`src/hlm_pkg.sv`:
```
// Shared constants and types for the serial channel line-coding block
`default_nettype none
package hlm_pkg;
  // Register byte offsets
  localparam logic [7:0] OFS_CFG = 8'h00;
  localparam logic [7:0] OFS_CMD = 8'h04;
  localparam logic [7:0] OFS_STAT = 8'h08;
  localparam logic [7:0] OFS_TXD = 8'h0C;
  localparam logic [7:0] OFS_RXD = 8'h10;
  localparam logic [7:0] OFS_RXLOW = 8'h14;
  localparam logic [7:0] OFS_LIMIT = 8'h18;
  localparam logic [7:0] OFS_TXCNT = 8'h1C;
  localparam logic [7:0] OFS_RXCNT = 8'h20;
  // Configuration bit positions
  localparam int CFG_W = 18;
  localparam int B_NRZI = 0;
  localparam int B_BUS = 1;
  localparam int B_ONE_INS = 2;
  localparam int B_INV = 3;
  localparam int B_MODE = 4;
  localparam int B_ADDR_MODE = 6;
  localparam int B_RX_ACTIVE = 7;
  localparam int B_CLKM = 8;
  localparam int B_TXC_DIR = 11;
  localparam int B_PERMIT_IE = 12;
  localparam int B_REQ_FORCE = 13;
  localparam int B_REQ_LEVEL = 14;
  localparam int B_AUTO_START = 15;
  localparam int B_DMA = 16;
  localparam int B_CONT = 17;
  // Command codes, one bit each
  localparam logic [7:0] CMD_TX_RESET = 8'h01;
  localparam logic [7:0] CMD_MSG_END = 8'h02;
  localparam logic [7:0] CMD_TX_FRAME = 8'h08;
  localparam logic [7:0] CMD_REPEAT = 8'h20;
  // Sticky status bits
  localparam int ST_W = 7;
  localparam int ST_PERMIT_CHG = 0;
  localparam int ST_TX_ABORT = 1;
  localparam int ST_MSG_END = 2;
  localparam int ST_ABORTED = 3;
  localparam int ST_UNDERRUN = 4;
  localparam int ST_TX_END = 6;
  // Mode and clock-mode selections
  localparam logic [1:0] MODE_TRANSP = 2'b11;
  localparam logic [7:0] CARRIER_AUX_MODES = 8'h0D;
  localparam logic [7:0] CARRIER_TXC_MODES = 8'hD0;
  // Pin indices in the synchroniser vector
  localparam int P_SCLK = 0;
  localparam int P_RXD = 1;
  localparam int P_PERMIT = 2;
  localparam int P_CARRIER = 3;
  // Line constants
  localparam int PTR_W = 6;
  localparam int DEPTH = 32;
  localparam logic [PTR_W-1:0] INFO_LIMIT = 6'h20;
  localparam logic [7:0] FLAG = 8'h7E;
  localparam logic [6:0] ABORT7 = 7'h7F;
  localparam logic [2:0] STUFF_ONES = 3'h5;
  localparam logic [2:0] INS_ZEROS = 3'h7;
  localparam logic [3:0] IDLE_ONES = 4'h8;
  localparam logic [3:0] WIN_FULL = 4'h8;
  localparam logic [2:0] LAST_BIT = 3'h7;
  localparam logic [4:0] BLOCK_PAD = 5'h00;
  localparam logic [12:0] STATUS_AND_BYTE = 13'h0002;
  typedef enum logic [1:0] {
    TX_IDLE = 2'b00,
    TX_OPEN = 2'b01,
    TX_DATA = 2'b10,
    TX_CLOSE = 2'b11
  } hlm_tx_e;
endpackage
`default_nettype wire

```
`src/hlm_channel.sv`:
```
// Serial channel framer with line coding, modem handshake and special modes
`default_nettype none
module hlm_channel (
  // Clock and reset
  input wire logic clk_i,
  input wire logic rst_i,
  // Wishbone slave
  input wire logic wb_cyc_i,
  input wire logic wb_stb_i,
  input wire logic wb_we_i,
  input wire logic [7:0] wb_adr_i,
  input wire logic [3:0] wb_sel_i,
  input wire logic [31:0] wb_dat_i,
  output logic [31:0] wb_dat_o,
  output logic wb_ack_o,
  // Serial line
  input wire logic sclk_i,
  input wire logic rxd_i,
  output logic txd_o,
  // Modem control
  input wire logic send_permit_in_n_i,
  input wire logic carrier_sense_in_i,
  output logic send_request_out_n_o,
  // DMA request
  output logic dma_req_o
);

  ////////////////////////////////////////////////////////////////////////////
  // Pin synchronisers: a change counts once stages two and three agree
  logic [3:0] s1_reg, s2_reg, s3_reg, lvl_reg, lvl_d_reg;
  wire [3:0] pin_raw = {carrier_sense_in_i, send_permit_in_n_i, rxd_i, sclk_i};
  wire [3:0] lvl_next = (s2_reg & s3_reg) | (lvl_reg & (s2_reg ^ s3_reg));

  always_ff @(posedge clk_i) begin
    if (rst_i) begin
      s1_reg <= '0;
      s2_reg <= '0;
      s3_reg <= '0;
      lvl_reg <= '0;
      lvl_d_reg <= '0;
    end else begin
      s1_reg <= pin_raw;
      s2_reg <= s1_reg;
      s3_reg <= s2_reg;
      lvl_reg <= lvl_next;
      lvl_d_reg <= lvl_reg;
    end
  end

  wire sclk_rise = lvl_reg[hlm_pkg::P_SCLK] & ~lvl_d_reg[hlm_pkg::P_SCLK];
  wire sclk_fall = ~lvl_reg[hlm_pkg::P_SCLK] & lvl_d_reg[hlm_pkg::P_SCLK];
  wire permit = ~lvl_reg[hlm_pkg::P_PERMIT];
  wire permit_chg = lvl_reg[hlm_pkg::P_PERMIT] ^ lvl_d_reg[hlm_pkg::P_PERMIT];

  ////////////////////////////////////////////////////////////////////////////
  // Wishbone slave: ack one cycle after the strobe, effects at the ack edge
  logic ack_reg;
  logic [31:0] dat_reg;
  logic [hlm_pkg::CFG_W-1:0] cfg_reg;
  logic [7:0] limit_reg;
  logic [11:0] txcnt_reg, dma_left_reg;
  wire req = wb_cyc_i & wb_stb_i;
  wire wr_ev = req & ack_reg & wb_we_i;
  wire rd_ev = req & ack_reg & ~wb_we_i;
  wire [31:0] wm = {{8{wb_sel_i[3]}}, {8{wb_sel_i[2]}}, {8{wb_sel_i[1]}}, {8{wb_sel_i[0]}}};
  wire [31:0] wv = wb_dat_i & wm;
  wire hit_cfg = wb_adr_i == hlm_pkg::OFS_CFG;
  wire hit_cmd = wb_adr_i == hlm_pkg::OFS_CMD;
  wire hit_stat = wb_adr_i == hlm_pkg::OFS_STAT;
  wire hit_txd = wb_adr_i == hlm_pkg::OFS_TXD;
  wire hit_rxd = wb_adr_i == hlm_pkg::OFS_RXD;
  wire hit_rxlow = wb_adr_i == hlm_pkg::OFS_RXLOW;
  wire hit_limit = wb_adr_i == hlm_pkg::OFS_LIMIT;
  wire hit_txcnt = wb_adr_i == hlm_pkg::OFS_TXCNT;
  wire hit_rxcnt = wb_adr_i == hlm_pkg::OFS_RXCNT;
  wire [7:0] cmd = (wr_ev && hit_cmd) ? wv[7:0] : 8'h00;
  wire do_reset = |(cmd & hlm_pkg::CMD_TX_RESET);
  wire do_frame = |(cmd & hlm_pkg::CMD_TX_FRAME);

  wire nrzi = cfg_reg[hlm_pkg::B_NRZI];
  wire bus = cfg_reg[hlm_pkg::B_BUS];
  wire one_ins = cfg_reg[hlm_pkg::B_ONE_INS] & bus;
  wire inv = cfg_reg[hlm_pkg::B_INV] & ~nrzi;
  wire transp = cfg_reg[hlm_pkg::B_MODE +: 2] == hlm_pkg::MODE_TRANSP;
  wire [2:0] clkm = cfg_reg[hlm_pkg::B_CLKM +: 3];
  wire dma = cfg_reg[hlm_pkg::B_DMA];
  wire cont = cfg_reg[hlm_pkg::B_CONT];

  always_ff @(posedge clk_i) begin
    if (rst_i) begin
      cfg_reg <= '0;
      limit_reg <= '0;
      txcnt_reg <= '0;
    end else if (wr_ev) begin
      if (hit_cfg) cfg_reg <= (cfg_reg & ~wm[hlm_pkg::CFG_W-1:0]) | wv[hlm_pkg::CFG_W-1:0];
      if (hit_limit) limit_reg <= (limit_reg & ~wm[7:0]) | wv[7:0];
      if (hit_txcnt) txcnt_reg <= (txcnt_reg & ~wm[11:0]) | wv[11:0];
    end
  end

  ////////////////////////////////////////////////////////////////////////////
  // Transmit FIFO and framer
  hlm_pkg::hlm_tx_e tx_st_reg;
  logic [7:0] txm [hlm_pkg::DEPTH];
  logic [hlm_pkg::PTR_W-1:0] tx_wr_reg, tx_rd_reg, tx_base_reg, sent_reg;
  logic [7:0] tx_sh_reg;
  logic [2:0] tx_cnt_reg, ones_reg, zeros_reg;
  logic pend_reg, msg_end_reg, rep_reg, txd_reg, bus_idle_reg;

  wire [hlm_pkg::PTR_W-1:0] tx_used = tx_wr_reg - tx_base_reg;
  wire tx_full = tx_used == hlm_pkg::PTR_W'(hlm_pkg::DEPTH);
  wire tx_have = tx_wr_reg != tx_rd_reg;
  wire push_tx = wr_ev && hit_txd && wb_sel_i[0] && !tx_full;
  wire can_load = tx_have | rep_reg;
  wire [hlm_pkg::PTR_W-1:0] ldp = tx_have ? tx_rd_reg : tx_base_reg;
  wire [hlm_pkg::PTR_W-1:0] ldp_inc = ldp + 6'h01;
  wire in_data = tx_st_reg == hlm_pkg::TX_DATA;
  wire stuffing = in_data && !transp;
  wire ins0 = stuffing && ones_reg == hlm_pkg::STUFF_ONES;
  wire ins1 = stuffing && !ins0 && one_ins && zeros_reg == hlm_pkg::INS_ZEROS;
  wire tx_bit = (tx_st_reg == hlm_pkg::TX_IDLE) | ins1 | (!ins0 & tx_sh_reg[0]);
  wire consume = sclk_rise && tx_st_reg != hlm_pkg::TX_IDLE && !ins0 && !ins1;
  wire byte_done = consume && tx_cnt_reg == 3'h0;
  wire dma_done = dma && !cont && dma_left_reg == 12'h000;
  wire end_ok = msg_end_reg | dma_done | (transp & ~dma);
  wire finish = in_data && byte_done && !can_load;
  wire tx_end_ev = finish && end_ok && transp;
  wire underrun = finish && !end_ok;
  wire go = sclk_rise && pend_reg && permit && (!bus || bus_idle_reg) && can_load;
  wire lost = tx_st_reg != hlm_pkg::TX_IDLE && !permit;
  wire lost_late = lost && sent_reg > hlm_pkg::INFO_LIMIT;
  wire load = (go && tx_st_reg == hlm_pkg::TX_IDLE && transp) ||
              (byte_done && can_load &&
               (tx_st_reg == hlm_pkg::TX_OPEN || in_data));

  always_ff @(posedge clk_i) begin
    if (push_tx) txm[tx_wr_reg[4:0]] <= wv[7:0];
  end

  always_ff @(posedge clk_i) begin
    if (rst_i || do_reset || lost_late) begin
      tx_st_reg <= hlm_pkg::TX_IDLE;
      tx_wr_reg <= '0;
      tx_rd_reg <= '0;
      tx_base_reg <= '0;
      pend_reg <= 1'b0;
      msg_end_reg <= 1'b0;
      rep_reg <= 1'b0;
      sent_reg <= '0;
      tx_sh_reg <= '0;
      tx_cnt_reg <= '0;
    end else begin
      if (push_tx) tx_wr_reg <= tx_wr_reg + 6'h01;
      if (do_frame) begin
        pend_reg <= 1'b1;
        msg_end_reg <= |(cmd & hlm_pkg::CMD_MSG_END);
        rep_reg <= |(cmd & hlm_pkg::CMD_REPEAT) & transp;
      end
      if (lost) begin
        tx_rd_reg <= tx_base_reg;
        tx_st_reg <= hlm_pkg::TX_IDLE;
      end else if (load) begin
        tx_sh_reg <= txm[ldp[4:0]];
        tx_rd_reg <= ldp_inc;
        tx_cnt_reg <= hlm_pkg::LAST_BIT;
        tx_st_reg <= hlm_pkg::TX_DATA;
        if (sent_reg != 6'h3F) sent_reg <= sent_reg + 6'h01;
        // Past 32 bytes a retry is impossible, so free the held bytes
        if (!rep_reg && sent_reg >= hlm_pkg::INFO_LIMIT) tx_base_reg <= ldp_inc;
      end else if (go && tx_st_reg == hlm_pkg::TX_IDLE) begin
        tx_sh_reg <= hlm_pkg::FLAG;
        tx_cnt_reg <= hlm_pkg::LAST_BIT;
        tx_st_reg <= hlm_pkg::TX_OPEN;
        sent_reg <= '0;
      end else if (finish && end_ok && !transp) begin
        tx_sh_reg <= hlm_pkg::FLAG;
        tx_cnt_reg <= hlm_pkg::LAST_BIT;
        tx_st_reg <= hlm_pkg::TX_CLOSE;
        tx_base_reg <= tx_rd_reg;
      end else if (finish || (byte_done && tx_st_reg == hlm_pkg::TX_CLOSE)) begin
        tx_st_reg <= hlm_pkg::TX_IDLE;
        pend_reg <= 1'b0;
        tx_base_reg <= tx_rd_reg;
      end else if (consume) begin
        tx_sh_reg <= {1'b0, tx_sh_reg[7:1]};
        tx_cnt_reg <= tx_cnt_reg - 3'h1;
      end
    end
  end

  // DMA requests when enabled and the FIFO is wholly free, while dma_left_reg is nonzero or cont is set
  always_ff @(posedge clk_i) begin
    if (rst_i) begin
      dma_left_reg <= '0;
      dma_req_o <= 1'b0;
    end else begin
      if (wr_ev && hit_txcnt) dma_left_reg <= (txcnt_reg & ~wm[11:0]) | wv[11:0];
      else if (push_tx && dma && dma_left_reg != 12'h000) dma_left_reg <= dma_left_reg - 12'h001;
      dma_req_o <= dma && tx_used == 6'h00 && (cont || dma_left_reg != 12'h000);
    end
  end

  // Line coder: stuffing counters and output bit on the serial clock rise
  always_ff @(posedge clk_i) begin
    if (rst_i) begin
      ones_reg <= '0;
      zeros_reg <= '0;
      txd_reg <= 1'b1;
    end else if (sclk_rise) begin
      if (!stuffing) begin
        ones_reg <= '0;
        zeros_reg <= '0;
      end else if (ins1) begin
        zeros_reg <= '0;
      end else if (ins0) begin
        ones_reg <= '0;
        zeros_reg <= zeros_reg + 3'h1;
      end else begin
        ones_reg <= tx_bit ? ones_reg + 3'h1 : 3'h0;
        zeros_reg <= tx_bit ? 3'h0 : zeros_reg + 3'h1;
      end
      txd_reg <= nrzi ? (txd_reg ^ ~tx_bit) : (tx_bit ^ inv);
    end
  end
  assign txd_o = txd_reg;

  always_ff @(posedge clk_i) begin
    if (rst_i) send_request_out_n_o <= 1'b1;
    else if (cfg_reg[hlm_pkg::B_REQ_FORCE]) send_request_out_n_o <= cfg_reg[hlm_pkg::B_REQ_LEVEL];
    else send_request_out_n_o <= ~pend_reg;
  end

  ////////////////////////////////////////////////////////////////////////////
  // Receiver: decode, one deletion, flag search, zero deletion, assembly
  logic rx_run_reg, rx_prev_reg, in_frame_reg;
  logic [3:0] idle_cnt_reg, vcnt_reg;
  logic [2:0] rz_reg, rones_reg, rbit_reg;
  logic [7:0] win_reg, rx_sh_reg, rxlow_reg;
  logic [11:0] rx_cnt_reg, rxcnt_rep_reg;
  logic [7:0] rxm [hlm_pkg::DEPTH];
  logic [hlm_pkg::PTR_W-1:0] rx_wr_reg, rx_rd_reg;

  wire carrier_ok = hlm_pkg::CARRIER_AUX_MODES[clkm] |
                    (hlm_pkg::CARRIER_TXC_MODES[clkm] & ~cfg_reg[hlm_pkg::B_TXC_DIR]);
  wire rx_en = cfg_reg[hlm_pkg::B_RX_ACTIVE] | rx_run_reg | transp;
  wire rx_ev = sclk_fall && rx_en;
  wire line = lvl_reg[hlm_pkg::P_RXD];
  wire raw = nrzi ? ~(line ^ rx_prev_reg) : (line ^ inv);
  wire onedel = !transp && one_ins && rz_reg == hlm_pkg::INS_ZEROS;
  wire hb = rx_ev && !onedel && !transp;
  wire [7:0] wn = {win_reg[6:0], raw};
  wire is_flag = wn == hlm_pkg::FLAG;
  wire is_abort = wn[6:0] == hlm_pkg::ABORT7;
  wire dbit = win_reg[7];
  wire dvalid = hb && !is_flag && !is_abort && vcnt_reg == hlm_pkg::WIN_FULL && in_frame_reg;
  wire hdata = dvalid && !(rones_reg == hlm_pkg::STUFF_ONES && !dbit);
  wire tbit = rx_ev && transp;
  wire bit_in = tbit | hdata;
  wire byte_in = bit_in && rbit_reg == hlm_pkg::LAST_BIT;
  wire [7:0] sh_next = {transp ? raw : dbit, rx_sh_reg[7:1]};
  wire [7:0] lblk = {1'b0, limit_reg[6:0]} + 8'h01;
  wire [12:0] lim = {lblk, hlm_pkg::BLOCK_PAD};
  wire over = limit_reg[7] && byte_in && !transp &&
              ({1'b0, rx_cnt_reg} + hlm_pkg::STATUS_AND_BYTE > lim);
  wire rx_abort = (hb && !is_flag && is_abort && in_frame_reg) || over;
  wire rx_end = (hb && is_flag && in_frame_reg && rx_cnt_reg != 12'h000) || rx_abort;
  wire rx_empty = rx_wr_reg == rx_rd_reg;
  wire rx_full = (rx_wr_reg - rx_rd_reg) == hlm_pkg::PTR_W'(hlm_pkg::DEPTH);
  wire push_rx = byte_in && (!transp || cfg_reg[hlm_pkg::B_ADDR_MODE]) && !rx_full;
  wire pop_rx = rd_ev && hit_rxd && !rx_empty;

  always_ff @(posedge clk_i) begin
    if (rst_i || !cfg_reg[hlm_pkg::B_AUTO_START]) rx_run_reg <= 1'b0;
    else if (carrier_ok && lvl_reg[hlm_pkg::P_CARRIER]) rx_run_reg <= 1'b1;
  end

  // Bus monitor runs on every falling edge, receiver enabled or not
  always_ff @(posedge clk_i) begin
    if (rst_i) begin
      idle_cnt_reg <= '0;
      bus_idle_reg <= 1'b0;
      rx_prev_reg <= 1'b0;
    end else if (sclk_fall) begin
      rx_prev_reg <= line;
      if (!raw) idle_cnt_reg <= '0;
      else if (idle_cnt_reg != hlm_pkg::IDLE_ONES) idle_cnt_reg <= idle_cnt_reg + 4'h1;
      bus_idle_reg <= raw && idle_cnt_reg >= hlm_pkg::IDLE_ONES - 4'h1;
    end
  end

  always_ff @(posedge clk_i) begin
    if (push_rx) rxm[rx_wr_reg[4:0]] <= sh_next;
  end

  always_ff @(posedge clk_i) begin
    if (rst_i || !rx_en) begin
      win_reg <= '0;
      vcnt_reg <= '0;
      in_frame_reg <= 1'b0;
      rz_reg <= '0;
      rones_reg <= '0;
      rbit_reg <= '0;
      rx_sh_reg <= '0;
      rx_cnt_reg <= '0;
    end else begin
      if (rx_ev) rz_reg <= (onedel || raw) ? 3'h0 : rz_reg + 3'h1;
      if (hb) begin
        win_reg <= wn;
        if (is_flag) begin
          vcnt_reg <= '0;
          in_frame_reg <= 1'b1;
          rbit_reg <= '0;
          rones_reg <= '0;
          rx_cnt_reg <= '0;
        end else if (is_abort) begin
          in_frame_reg <= 1'b0;
        end else if (vcnt_reg != hlm_pkg::WIN_FULL) begin
          vcnt_reg <= vcnt_reg + 4'h1;
        end
      end
      if (dvalid) rones_reg <= (dbit && rones_reg != hlm_pkg::STUFF_ONES) ? rones_reg + 3'h1 : 3'h0;
      if (bit_in) begin
        rx_sh_reg <= sh_next;
        rbit_reg <= rbit_reg + 3'h1;
      end
      if (byte_in && !transp) rx_cnt_reg <= rx_cnt_reg + 12'h001;
      if (over) in_frame_reg <= 1'b0;
    end
  end

  always_ff @(posedge clk_i) begin
    if (rst_i) begin
      rx_wr_reg <= '0;
      rx_rd_reg <= '0;
      rxlow_reg <= '0;
      rxcnt_rep_reg <= '0;
    end else begin
      if (push_rx) rx_wr_reg <= rx_wr_reg + 6'h01;
      if (pop_rx) rx_rd_reg <= rx_rd_reg + 6'h01;
      if (byte_in && transp) rxlow_reg <= sh_next;
      if (rx_end) rxcnt_rep_reg <= rx_cnt_reg + {11'h000, over};
    end
  end

  ////////////////////////////////////////////////////////////////////////////
  // Sticky status: hardware set wins over a same-cycle write-one clear
  logic [hlm_pkg::ST_W-1:0] st_reg;
  logic [hlm_pkg::ST_W-1:0] st_set;
  wire [hlm_pkg::ST_W-1:0] st_clr = (wr_ev && hit_stat) ? wv[hlm_pkg::ST_W-1:0] : '0;
  always_comb begin
    st_set = '0;
    st_set[hlm_pkg::ST_PERMIT_CHG] = permit_chg & cfg_reg[hlm_pkg::B_PERMIT_IE];
    st_set[hlm_pkg::ST_TX_ABORT] = lost_late;
    st_set[hlm_pkg::ST_MSG_END] = rx_end;
    st_set[hlm_pkg::ST_ABORTED] = rx_abort;
    st_set[hlm_pkg::ST_UNDERRUN] = underrun;
    st_set[hlm_pkg::ST_TX_END] = tx_end_ev;
  end
  always_ff @(posedge clk_i) begin
    if (rst_i) st_reg <= '0;
    else st_reg <= (st_reg & ~st_clr) | st_set;
  end

  ////////////////////////////////////////////////////////////////////////////
  // Read mux; unmapped addresses read zero and still acknowledge
  wire [31:0] rdata =
    hit_cfg ? 32'(cfg_reg) :
    hit_stat ? {12'h000, permit, rx_run_reg, pend_reg, bus_idle_reg, 9'h000, st_reg} :
    hit_txd ? 32'(6'(hlm_pkg::DEPTH) - tx_used) :
    hit_rxd ? {23'h00_0000, rx_empty, rxm[rx_rd_reg[4:0]]} :
    hit_rxlow ? 32'(rxlow_reg) :
    hit_limit ? 32'(limit_reg) :
    hit_txcnt ? 32'(txcnt_reg) :
    hit_rxcnt ? 32'(rxcnt_rep_reg) : 32'h0000_0000;

  always_ff @(posedge clk_i) begin
    if (rst_i) begin
      ack_reg <= 1'b0;
      dat_reg <= '0;
    end else begin
      ack_reg <= req & ~ack_reg;
      if (req & ~ack_reg) dat_reg <= rdata;
    end
  end
  assign wb_ack_o = ack_reg;
  assign wb_dat_o = dat_reg;

endmodule // hlm_channel
`default_nettype wire

```
`config.mk`:
```
export PLATFORM = sky130hd
export DESIGN_NAME = hlm_channel
export DESIGN_NICKNAME = d
export VERILOG_FILES = /design/src/hlm_pkg.sv /design/src/hlm_channel.sv
export SDC_FILE = /design/constraint.sdc
export NUM_CORES = 1
export LEC_CHECK = 0
export BUFFER_PORTS_ARGS = -buffer_cell sky130_fd_sc_hd__buf_2
export CAP_MARGIN = 10
export CORE_MARGIN = 5
export CORE_UTILIZATION = 45
export CTS_BUF_LIST = sky130_fd_sc_hd__clkbuf_4 sky130_fd_sc_hd__clkbuf_8 sky130_fd_sc_hd__clkbuf_16
export CTS_CLUSTER_DIAMETER = 80
export DETAILED_ROUTE_END_ITERATION = 12
export PLACE_DENSITY = 0.71
export SYNTH_ARGS = -nofsm -noshare
export SYNTH_HDL_FRONTEND = slang
export SYNTH_SLANG_ARGS = --single-unit
```
`constraint.sdc`:
```
create_clock -name clk_i -period 7.05 [get_ports clk_i]
set_input_delay 0.3525 -clock clk_i [delete_from_list [all_inputs] [get_ports clk_i]]
set_output_delay 0.3525 -clock clk_i [all_outputs]
set_load 0.01 [all_outputs]
```
; Yosys cells after proc, flatten, opt, wreduce, memory -nomap -nowiden
; Memory sizes are Yosys's and may differ from the RTL's. A register that Yosys moved wholly into a read port is not among the register bits.
; Index checks and enable logic that the tools add are counted.
[word_totals]
register_bits = 239
ramBits = 512
mem_bits_ro = 16
inputBits = 53
out_inout_bits = 36
mem_count = 4
[memory_table]
columns = name, depth, width, rd, rd_clocked_by_memory_dff, write_ports, line_no
row1 = rxm, 32, 8, 1, 1, 1, hlm_channel.sv:240  ; logic [7:0] rxm [hlm_pkg::DEPTH];
row2 = txm, 32, 8, 1, 0, 1, hlm_channel.sv:104  ; logic [7:0] txm [hlm_pkg::DEPTH];
row3 = (name not given), 8, 1, 1, 1, 0, hlm_channel.sv:244  ; (hlm_pkg::CARRIER_TXC_MODES[clkm] & ~cfg_reg[hlm_pkg::B_TXC_DIR]);
row4 = (name not given), 8, 1, 1, 1, 0, hlm_channel.sv:243  ; wire carrier_ok = hlm_pkg::CARRIER_AUX_MODES[clkm] |
[classes]
n_addsub = 21
magnitude_cmp = 5
n_eq_ne = 35
muxes = 83
bitwise = 57
reduce_logical = 139
[ops]
columns = op, count
row1 = 2-to-1 mux 12 bit, 10
row2 = 2-to-1 mux 32 bit, 3
row3 = 2-to-1 mux 6 bit, 12
row4 = logical AND 1 bit, 69
row5 = 2-to-1 mux 3 bit, 23
row6 = 2-to-1 mux 8 bit, 5
row7 = bitwise AND 18 bit, 2
row8 = == test 8 x 5 -> 1 bit (second input constant), 4
row9 = adder 6 x 1 -> 6 bit (second input constant), 5
row10 = nonzero test 12 bit, 2
row11 = nonzero test 2 bit, 12
row12 = 2-to-1 mux 4 bit, 5
row13 = zero test 1 bit, 18
row14 = 2-to-1 mux 1 bit, 18
row15 = inverter 18 bit, 1
row16 = bitwise OR 18 bit, 1
row17 = AND reduction 2 bit, 9
row18 = == test 8 x 4 -> 1 bit (second input constant), 2
row19 = adder 3 x 1 -> 3 bit (second input constant), 5
row20 = == test 3 bit (second input constant), 5
row21 = bitwise AND 1 bit, 14
row22 = adder 12 x 2 -> 13 bit (second input constant), 1
row23 = greater-than comparator 13 bit, 1
row24 = logical OR 1 bit, 13
row25 = other kinds (56), 100

; Longest topological paths before layout
; Gate-level depths: netlist (run 1).
[depth]
word_depth = 20
ltp_mapped = 20

; Least setup slack after synthesis (run 1)
; Ideal clock, no wire load.
[synth_path]
kind = register to register
startpoint = register rx_cnt_reg[1]
endpoint = register rxcnt_rep_reg[10]
t_arrival_ns = 3.959
setup_slack_ns = 3.005
stages_incl_launch_ff = 21
n_path_buf = 2
period_less_slack_ns = 4.045
cell_sequence = dfxtp_1 ha_1 clkbuf_1 nand2_1 nor2_1 and3_1 and3_1 xor2_1 ha_1 and4b_1 nand3_1 o41ai_1 a211o_1 inv_1 buf_2 ha_1 ha_1 nand3_1 nor3_1 xnor2_1 a211oi_1
[synth_between]
elab_chain_len = 5
word_cells_on_any_way = 8
[synth_rtl]
columns = item, line_no
row1 = "start, declared", hlm_channel.sv:239  ; logic [11:0] rx_cnt_reg, rxcnt_rep_reg;
row2 = "start signal, assigned", hlm_channel.sv:326  ; if (byte_in && !transp) rx_cnt_reg <= rx_cnt_reg + 12'h001;
row3 = branches (longest 5 deep; another with adder 12 x 2 -> 13 bit), -
row4 = "end signal, assigned", hlm_channel.sv:341  ; if (rx_end) rxcnt_rep_reg <= rx_cnt_reg + {11'h000, over};
row5 = "end, declared", hlm_channel.sv:239
; Several ways; the timed one is not identified.
; A chain may end at the register's enable or synchronous reset.

; Worst setup path after layout (run 1)
[layout_path]
startpoint = register rx_cnt_reg[2]
endpoint = register rxcnt_rep_reg[10]
; The elaborated chain is that of the path after synthesis.

==> results.sh, run 1 <==
export IMPL_wire_per_inst_um=22.0
export IMPL_vdd_ir_drop_worst_v=0.000226
export IMPL_finalWirelength_mm=79.7
export IMPL_ys_ff_latch=745
export IMPL_worst_pin_slew_ns=1.35
export IMPL_vias_per_cell=5.88
export IMPL_r2r_slack_ns=2.27
export IMPL_syn_area_sq_um=32200
export IMPL_run_status="completed"
export IMPL_cts_made_buffers=75
export IMPL_power_leakage_uw=0.0120
export IMPL_crit_type="reg2reg"
export IMPL_setup_slack_ns=2.27
export IMPL_fillers=6014
export IMPL_hold_viol=0
export IMPL_grt_pass1_vias=20900
export IMPL_worstReg2RegStart="rx_cnt_reg[2]"
export IMPL_yosys_warnings=0
export IMPL_crit_fanout=14
export IMPL_ant_nets=0
export IMPL_utilization_pct=50.7
export IMPL_grt_usage_pct=20.0
export IMPL_post_synth_top_area_cell="edfxtp_1"
export IMPL_setup_violations=0
export IMPL_pre_cts_slack_ns=2.32
export IMPL_die_x_um=277
export IMPL_netlist_area_leader_share_pct=47.8
export IMPL_setup_tns_ns=0
export IMPL_grt_pass1_wl_mm=122
export IMPL_dp_hpwl_mm=52.3
export IMPL_clk_pin_slew_ns=0.06
export IMPL_clkSinkCount=745
export IMPL_max_clock_freq_mhz=209
export IMPL_ctsResizeCount=0
export IMPL_rr_endpoint="rxcnt_rep_reg[10]"
export IMPL_min_path_type="in2reg"
export IMPL_io_pins=89
export IMPL_yosysSeqAreaShare_pct=62.3
export IMPL_gp_congestion=0.900
export IMPL_netlist_instances=2576
export IMPL_grt_overflow=0
export IMPL_ctsHtreeMaxLevel=3
export IMPL_power_density_nw_per_um2=244
export IMPL_cts_setup_buffers=0
export IMPL_die_area_sq_um=76900
export IMPL_insertion_delay_ns=0.63
export IMPL_drive_above_1_share_pct=13.0
export IMPL_ys_types=80
export IMPL_maxSlewViolCount=0
export IMPL_cp_arrival_ns=5.31
export IMPL_drc=0
export IMPL_worstSetupStartpointType="flip-flop"
export IMPL_antenna_cells=0
export IMPL_synth_edff_count=512
export IMPL_start_util_pct=45.2
export IMPL_grt_max_degree=74
export IMPL_drt_iter0_markers=2272
export IMPL_synth_area_leaders="edfxtp_1 48%, dfxtp_1 15%, mux4_2 5.6%"
export IMPL_die_h_um=277
export IMPL_port_buffers=73
export IMPL_area_growth_pct=12.1
export IMPL_fin_skew_ns=0.0602
export IMPL_cts_root_buf="clkbuf_16"
export IMPL_min_period_ns=4.78
export IMPL_synth_fp_nets=2692
export IMPL_worstSetupEndpointType="flip-flop"
export IMPL_via_count=21400
export IMPL_rsz0062_at_grt="false"
export IMPL_syn_area_per_cell_sq_um=12.5
export IMPL_cts_max_path_buffers=3
export IMPL_crit_start="rx_cnt_reg[2]"
export IMPL_crit_end="rxcnt_rep_reg[10]"
export IMPL_cts_tree="done"
export IMPL_rows=98
export IMPL_worstPathRequired_ns=7.58
export IMPL_nets=2738
export IMPL_ys_flop_type="edfxtp_1"
export IMPL_antenna_found_initial=3
export IMPL_reg2reg_depth=18
export IMPL_maxCapViolCount=0
export IMPL_drtPass1Iterations=6
export IMPL_ys_async_sr_fraction_pct=0
export IMPL_core_area_sq_um=71100
export IMPL_finalCritPeriodShare_pct=67.8
export IMPL_slew_limit_headroom_pct=7.77
==> cell usage in the layout (no fill, tap or decap), drive strengths merged, types with 11 or more instances in the layout <==
cell type,Yosys,routed
edfxtp,512,512
nand2,289,289
nor2,255,255
dfxtp,233,233
a21oi,110,110
buf,58,108
mux2i,95,95
clkbuf,94,89
mux4,80,80
a211oi,76,76
nand3,72,72
o21ai,66,66
ha,62,62
inv,56,60
xor2,48,48
nor3,47,47
a31oi,39,39
and3,35,35
nor2b,32,32
xnor2,31,31
clkinv,1,31
nand4,25,25
a22oi,18,18
and2,16,16
or3,15,15
nand3b,15,15
nand2b,14,14
a311oi,14,14
dlygate4sd3,0,13
o21a,12,12
a221oi,12,12
or2,11,11
o22ai,11,11
nor4,11,11
a2111oi,11,11
==> synthesized netlist by cell type (6+ instances only) <==
cell       count
clkbuf_1      94
nor4_1        10
buf_2         36
buf_4         11
a2111oi_0      9
nor3_1        46
dfxtp_1      233
a21oi_1      110
mux2i_1       95
o211ai_1       6
and2_1        15
a31oi_1       39
o22ai_1       11
o21a_1        12
a22o_1         7
inv_1         56
nand2b_1      14
buf_1         11
a211oi_1      76
or2_2         11
a21o_1         6
and3_1        35
a21boi_0       6
a22oi_1       17
xnor2_1       31
ha_1          62
nand4_1       25
nor2_1       255
o221ai_1       6
or3_1         15
nor2b_1       32
xor2_1        48
edfxtp_1     512
a221oi_1      12
nand2_1      288
a311oi_1      14
o21ai_0       63
mux4_2        80
nand3b_1      15
nand3_1       72
==> power by group <==
group	switching [uW]	internal, uW
registers	6.13	4650
logic	90.9	35.2
clock network	1730	2300
==> timing repair <==
action	4_1_cts	5_1_grt
setup endpoints to repair	0	0
hold endpoints to repair	13	0
hold buffers	13	0
==> metrics by stage <==
stage	power, uW	instances	hold slack [ns]	cell area [sq um]
global placement	4860	3479	0.434	33300
CTS	8860	3628	0.00620	36000
global route	9060	3631	0.0187	36000
floorplan	4810	2576	0.414	32200
finish	8810	3631	0.0381	36000
detailed placement	4860	3479	0.432	33300
==> cell type report <==
class	count	area [sq um]	area share, %
repair buffers	121	808	2.24
clock inverters	47	510	1.42
inverters	57	214	0.594
well taps	950	1190	3.30
flip-flops and latches	745	20000	55.6
multi-input cells	1622	11300	31.3
clock buffers	89	2010	5.59
==> worst max-delay path, stage by stage (launching register included) <==
cell	delay, ns
dfxtp_1	0.50
ha_1	0.41
nand2_1	0.09
nor2_1	0.32
and3_1	0.29
and3_1	0.24
xor2_1	0.20
ha_1	0.27
and4b_1	0.19
nand3_1	0.10
o41ai_1	0.08
a211o_1	0.34
inv_1	0.36
ha_1	0.36
ha_1	0.22
nand3_1	0.16
nor3_1	0.22
xnor2_1	0.09
a211oi_1	0.24
==> kinds of logic (layout without fill, tap and decap cells) <==
group,after synthesis,count (layout),share of synthesized area [%]
AND/OR/NAND/NOR,869,869,12.6
flip-flops,745,745,62.3
AO/OA/AOI/OAI,434,434,9.10
buffers and inverters,209,314,2.71
multiplexers,177,177,8.63
XOR/XNOR,79,79,2.15
adder cells (fa/ha/maj),63,63,2.47
==> layer usage <==
layer / vias up / GRT usage [%] / routed length (um)
li1: 9709 / - / -
met4: 2 / 5.99 / 2200
met3: 140 / 3.17 / 5370
met2: 885 / 33.1 / 38700
met5: - / 0 / 17
met1: 10600 / 27.4 / 33500
==> worst min-delay path by stage <==
stage,endpoint,from,slack [ns],depth (start not counted)
after global placement,s2_reg[3],s1_reg[3],0.43,1
after floorplan,s2_reg[0],s1_reg[0],0.41,1
after CTS,txcnt_reg[3],wb_dat_i[3],0.006,3
after global routing,txcnt_reg[3],wb_dat_i[3],0.02,3
final,cfg_reg[8],wb_dat_i[8],0.04,3
after detailed placement,s2_reg[3],s1_reg[3],0.43,1
(Power assumes the default switching activity.)
==> run 2: changes to the inputs <==
==> constraint.sdc (replaced) <==
create_clock -name clk_i -period 5.01 [get_ports clk_i]
set_input_delay 0.2505 -clock clk_i [delete_from_list [all_inputs] [get_ports clk_i]]
set_output_delay 0.2505 -clock clk_i [all_outputs]
set_load 0.01 [all_outputs]
==> run 2 against run 1 <==
- power increased by 44%
- core utilization increased by 0.87 points
- critical path type unchanged
- clock-buffer cell count increased by 8
- largest power group unchanged
==> results.sh, run 2 (synthesized netlist as in run 1, its figures left out) <==
export IMPL_max_clock_freq_mhz=225
export IMPL_rsz0062_at_grt="false"
export IMPL_die_x_um=277
export IMPL_drtPass1Iterations=5
export IMPL_slew_limit_headroom_pct=19.2
export IMPL_final_cell_mix="512 x edfxtp_1, 287 x nand2_1, 254 x nor2_1, 231 x dfxtp_1, 110 x a21oi_1"
export IMPL_rows=98
export IMPL_fin_skew_ns=0.0579
export IMPL_core_area_sq_um=71100
export IMPL_vdd_ir_drop_worst_v=0.000316
export IMPL_p_clk_share_pct=46.9
export IMPL_antenna_found_initial=2
export IMPL_drt_iter0_markers=2242
export IMPL_use_met1_pct=28.1
export IMPL_switching_share_pct=20.5
export IMPL_cts_hold_buf=29
export IMPL_setup_tns_ns=0
export IMPL_die_area_sq_um=76900
export IMPL_worstPathRequired_ns=5.25
export IMPL_comb_power_share_pct=1.4
export IMPL_grt_usage_pct=20.2
export IMPL_crit_family="simple AND/OR/NAND/NOR gates"
export IMPL_maxCapViolCount=0
export IMPL_cts_tree="done"
export IMPL_clk_pin_slew_ns=0.06
export IMPL_nets=2797
export IMPL_crit_type="reg2reg"
export IMPL_utilization_pct=51.6
export IMPL_cts_root_buf="clkbuf_16"
export IMPL_final_cell_count_no_fill=3693
export IMPL_drive_above_1_share_pct=14.4
export IMPL_met3_usage_pct=2.84
export IMPL_grt_pass1_vias=21200
export IMPL_dp_cells=3520
export IMPL_hold_viol=0
export IMPL_p_sw_uw=2600
export IMPL_ctsHtreeMaxLevel=3
export IMPL_cts_setup_buffers=0
export IMPL_slowest_delay_ns=0.75
export IMPL_area_growth_pct=14.0
export IMPL_cp_arrival_ns=4.68
export IMPL_dp_hpwl_mm=53.5
export IMPL_layout_commonest_cell="edfxtp_1"
export IMPL_via_count=21600
export IMPL_ant_nets=0
export IMPL_crit_buf_inv=0
export IMPL_min_period_ns=4.45
export IMPL_insertion_delay_ns=0.65
export IMPL_cts_made_buffers=79
export IMPL_worst_pin_slew_ns=1.21
export IMPL_grt_pass1_wl_mm=124
export IMPL_die_h_um=277
export IMPL_io_pins=89
export IMPL_crit_fanout=15
export IMPL_crit_chain="ha_1 > ha_1 > nand3_1 > o2111a_1 > nand2_1 > nor4_4 > a22oi_2 > a2111oi_4 > nand2_1 > nor2_1"
export IMPL_finalWirelength_mm=79.9
export IMPL_maxSlewViolCount=0
export IMPL_power_density_nw_per_um2=346
export IMPL_power_leakage_uw=0.0123
export IMPL_grt_overflow=0
export IMPL_min_path_type="in2reg"
export IMPL_vias_per_cell=5.86
export IMPL_clkSinkCount=745
export IMPL_drc=0
export IMPL_ctsResizeCount=0
export IMPL_fillers=6024
export IMPL_setup_violations=0
export IMPL_grt_max_degree=72
export IMPL_p_seq_share_pct=51.6
export IMPL_cpMaxStageDelayCell="nor2_1"
export IMPL_finalCritPeriodShare_pct=88.8
export IMPL_grt_most_used_layer="met2"
export IMPL_start_util_pct=45.2
export IMPL_worstSetupStartpointType="flip-flop"
export IMPL_port_buffers=73
export IMPL_cts_max_path_buffers=3
export IMPL_wire_per_inst_um=21.6
export IMPL_grt_util_met2_pct=33.1
export IMPL_gp_congestion=0.933
export IMPL_intPower_uw=10100
export IMPL_run_status="completed"
export IMPL_worstSetupEndpointType="flip-flop"
[run 2: changes by cell type in the layout (fill, tap and decap cells not counted), moves of 2 or more]
cell           previous run  this run
clkbuf_16                75        81
clkbuf_8                  5         1
clkinv_16                 3         5
buf_4                    33        73
clkbuf_4                  9        16
bufinv_16                 6         8
clkinvlp_4                7         5
buf_16                    2         0
dlygate4sd3_1            13        29
inv_6                     2         0
[run 2: area by class of cell]
class | instances | area [sq um] | area share, %
tap | 950 | 1190 | 3.24
timing repair buffer | 176 | 1240 | 3.39
antenna | 1 | 2.50 | 0.00683
inverter | 57 | 214 | 0.584
clock buffer | 97 | 2140 | 5.83
multi-input combinational | 1622 | 11300 | 30.7
clock inverter | 45 | 566 | 1.54
sequential | 745 | 20000 | 54.7
[run 2: layer usage]
layer / part of all wire, % / vias to the layer above
li1: - / 9826
met1: 42 / 10800
met2: 48 / 884
met3: 6.9 / 175
met4: 3.2 / 0
met5: 0 / -
[run 2: through the flow]
stage          hold slack, ns  worst slack [ns]  power (uW)  instance area, sq um
3_3_place_gp            0.428             0.601        6840                 33600
2_1_floorplan           0.379             0.965        6760                 32200
6_report               0.0820             0.561       12700                 36700
4_1_cts                0.0113             0.569       12800                 36600
5_1_grt                0.0830             0.161       13000                 36700
3_5_place_dp            0.431             0.611        6840                 33600
[run 2: power by group through the flow]
stage               Sequential, uW  Clock (uW)  Combinational, uW
detailed placement            6680           0                162
floorplan                     6680           0               80.2
finish                        6550        5950                183
global placement              6680           0                158
CTS                           6550        6030                178
global route                  6550        6300                197
[run 2: worst min-delay path: cells and delay by family]
kind	cells	cell delay (ns)
buffers and inverters	1	0.22
and+or+nand+nor	1	0.13
AOI/OAI and AO/OA	1	0.05
[run 2: final timing paths]
path	from	endpoint	slack, ns	depth (start not counted)
max	rz_reg[0]	rxm[18][3]	0.56	10
min	wb_sel_i[0]	txcnt_reg[3]	0.08	3
max reg2reg	rz_reg[0]	rxm[18][3]	0.56	10
min reg2reg	s1_reg[3]	s2_reg[3]	0.44	1
==> run 3: changes to the inputs <==
--- a/config.mk
+++ b/config.mk
@@ -7,6 +7,7 @@
 export LEC_CHECK = 0
 export BUFFER_PORTS_ARGS = -buffer_cell sky130_fd_sc_hd__buf_2
 export CAP_MARGIN = 10
+export CORE_ASPECT_RATIO = 0.5
 export CORE_MARGIN = 5
 export CORE_UTILIZATION = 45
 export CTS_BUF_LIST = sky130_fd_sc_hd__clkbuf_4 sky130_fd_sc_hd__clkbuf_8 sky130_fd_sc_hd__clkbuf_16
==> run 3 against run 2 <==
- setup slack got worse by 0.0082 ns
- combinational power is essentially flat
- first-iteration DRC count up 13%
- routed wire length fell by 0.88%
- hold slack lost 0.030 ns
- sequential power barely moved
- die area up 0.42%
- clock skew is 0.029 ns lower
- critical path type unchanged
==> results.sh, run 3 (synthesized netlist as in run 1, its figures left out) <==
export IMPL_reg2reg_depth=18
export IMPL_ctsHtreeMaxLevel=3
export IMPL_grt_overflow=0
export IMPL_power_leakage_uw=0.0121
export IMPL_worstPathRequired_ns=5.54
export IMPL_grt_usage_pct=20.2
export IMPL_start_util_pct=45.4
export IMPL_fillers=5839
export IMPL_worstSetupEndpointType="flip-flop"
export IMPL_insertion_delay_ns=0.63
export IMPL_multi_input_area_sq_um=11300
export IMPL_port_buffers=73
export IMPL_vias_per_cell=5.85
export IMPL_maxCapViolCount=0
export IMPL_utilization_pct=51.1
export IMPL_cts_root_buf="clkbuf_16"
export IMPL_vdd_ir_drop_worst_v=0.000228
export IMPL_clkSinkCount=745
export IMPL_slew_limit_headroom_pct=18.5
export IMPL_die_x_um=388
export IMPL_finalWirelength_mm=79.2
export IMPL_cts_setup_buffers=0
export IMPL_core_area_sq_um=70900
export IMPL_wire_per_inst_um=21.6
export IMPL_die_area_sq_um=77200
export IMPL_die_h_um=199
export IMPL_rows=69
export IMPL_crit_fanout=14
export IMPL_grt_max_degree=93
export IMPL_ant_nets=0
export IMPL_nets=2772
export IMPL_setup_tns_ns=0
export IMPL_worstSetupStartpointType="flip-flop"
export IMPL_run_status="completed"
export IMPL_pre_cts_slack_ns=0.625
export IMPL_min_period_ns=4.46
export IMPL_dp_hpwl_mm=50.9
export IMPL_io_pins=89
export IMPL_antenna_found_initial=0
export IMPL_layout_commonest_cell="edfxtp_1"
export IMPL_drive_above_1_share_pct=13.5
export IMPL_drt_iter0_markers=2529
export IMPL_crit_type="reg2reg"
export IMPL_hold_viol=0
export IMPL_area_growth_pct=12.6
export IMPL_cts_max_path_buffers=3
export IMPL_ff_latch_area_sq_um=20000
export IMPL_whs_ns=0.0523
export IMPL_hold_start="wb_sel_i[2]"
export IMPL_setup_slack_ns=0.552
export IMPL_via_count=21500
export IMPL_worstReg2RegStart="rx_cnt_reg[2]"
export IMPL_grt_pass1_wl_mm=123
export IMPL_drtPass1Iterations=7
export IMPL_cts_made_buffers=68
export IMPL_final_cell_count_no_fill=3670
export IMPL_hold_path_depth=4
export IMPL_finalCritPeriodShare_pct=89.0
export IMPL_rr_endpoint="rxcnt_rep_reg[10]"
export IMPL_maxSlewViolCount=0
export IMPL_grt_pass1_vias=20600
export IMPL_dp_cells=3516
export IMPL_r2r_slack_ns=0.55
export IMPL_clk_pin_slew_ns=0.07
export IMPL_min_path_type="in2reg"
export IMPL_fin_skew_ns=0.0286
export IMPL_rsz0062_at_grt="false"
export IMPL_final_cell_mix="512 x edfxtp_1, 287 x nand2_1, 254 x nor2_1, 230 x dfxtp_1, 110 x a21oi_1"
export IMPL_setup_violations=0
export IMPL_cp_arrival_ns=4.99
export IMPL_max_clock_freq_mhz=224
export IMPL_cts_tree="done"
export IMPL_worst_pin_slew_ns=1.22
export IMPL_drc=0
export IMPL_gp_congestion=0.932
export IMPL_crit_start="rx_cnt_reg[2]"
export IMPL_power_density_nw_per_um2=336
[run 3: stage by stage]
| step | cell area, sq um | total power, uW |
|---|---|---|
| floorplan | 32200 | 6760 |
| global placement | 33600 | 6840 |
| detailed placement | 33600 | 6840 |
| CTS | 36200 | 12200 |
| global route | 36200 | 12500 |
| finish | 36200 | 12200 |
[run 3: power by group]
group	leakage, uW	internal (uW)	switching, uW
sequential	0.00630	6540	7.05
combinational	0.00464	53.7	126
clock	0.00115	3130	2330
total	0.0121	9720	2460
[run 3: worst max path at each step]
| stage | end | slack [ns] | cells after the start |
|---|---|---|---|
| 2_1_floorplan | rxcnt_rep_reg[10] | 0.97 | 20 |
| 3_3_place_gp | rxcnt_rep_reg[10] | 0.65 | 18 |
| 3_5_place_dp | rxcnt_rep_reg[10] | 0.62 | 18 |
| 4_1_cts | rxcnt_rep_reg[10] | 0.60 | 18 |
| 5_1_grt | rxcnt_rep_reg[10] | 0.12 | 16 |
| 6_report | rxcnt_rep_reg[10] | 0.55 | 18 |
[run 3: routing by layer]
| layer | routed length (um) | global-route usage [%] | vias up |
|---|---|---|---|
| li1 | - | - | 9764 |
| met5 | 0 | 0 | - |
| met1 | 33400 | 27.9 | 10600 |
| met4 | 2360 | 6.33 | 0 |
| met2 | 37300 | 33.0 | 939 |
| met3 | 6160 | 3.59 | 155 |
[run 3: worst max-delay path: stages, from the launching register on]
cell	delay [ns]
dfxtp_1	0.51
ha_1	0.39
nand2_1	0.09
nor2_1	0.11
and3_1	0.24
and3_1	0.23
xor2_1	0.18
ha_1	0.27
and4b_1	0.19
nand3_1	0.08
o41ai_1	0.08
a211o_1	0.31
inv_1	0.35
ha_1	0.36
ha_1	0.24
nand3_1	0.18
nor3_1	0.24
xnor2_1	0.11
a211oi_1	0.23
[run 3: what timing repair did]
item / CTS / global route
hold buffers: 28 / 0
hold endpoints to repair: 40 / 0
resized for setup: 0 / 0
[run 3: final cells by class]
cell class	count	area share [%]
clock inverters	37	1.16
multi-input cells	1622	31.1
clock buffers	87	5.25
inverters	57	0.591
repair buffers	162	3.19
diodes	2	0.0138
well taps	958	3.31
flip-flops and latches	745	55.3
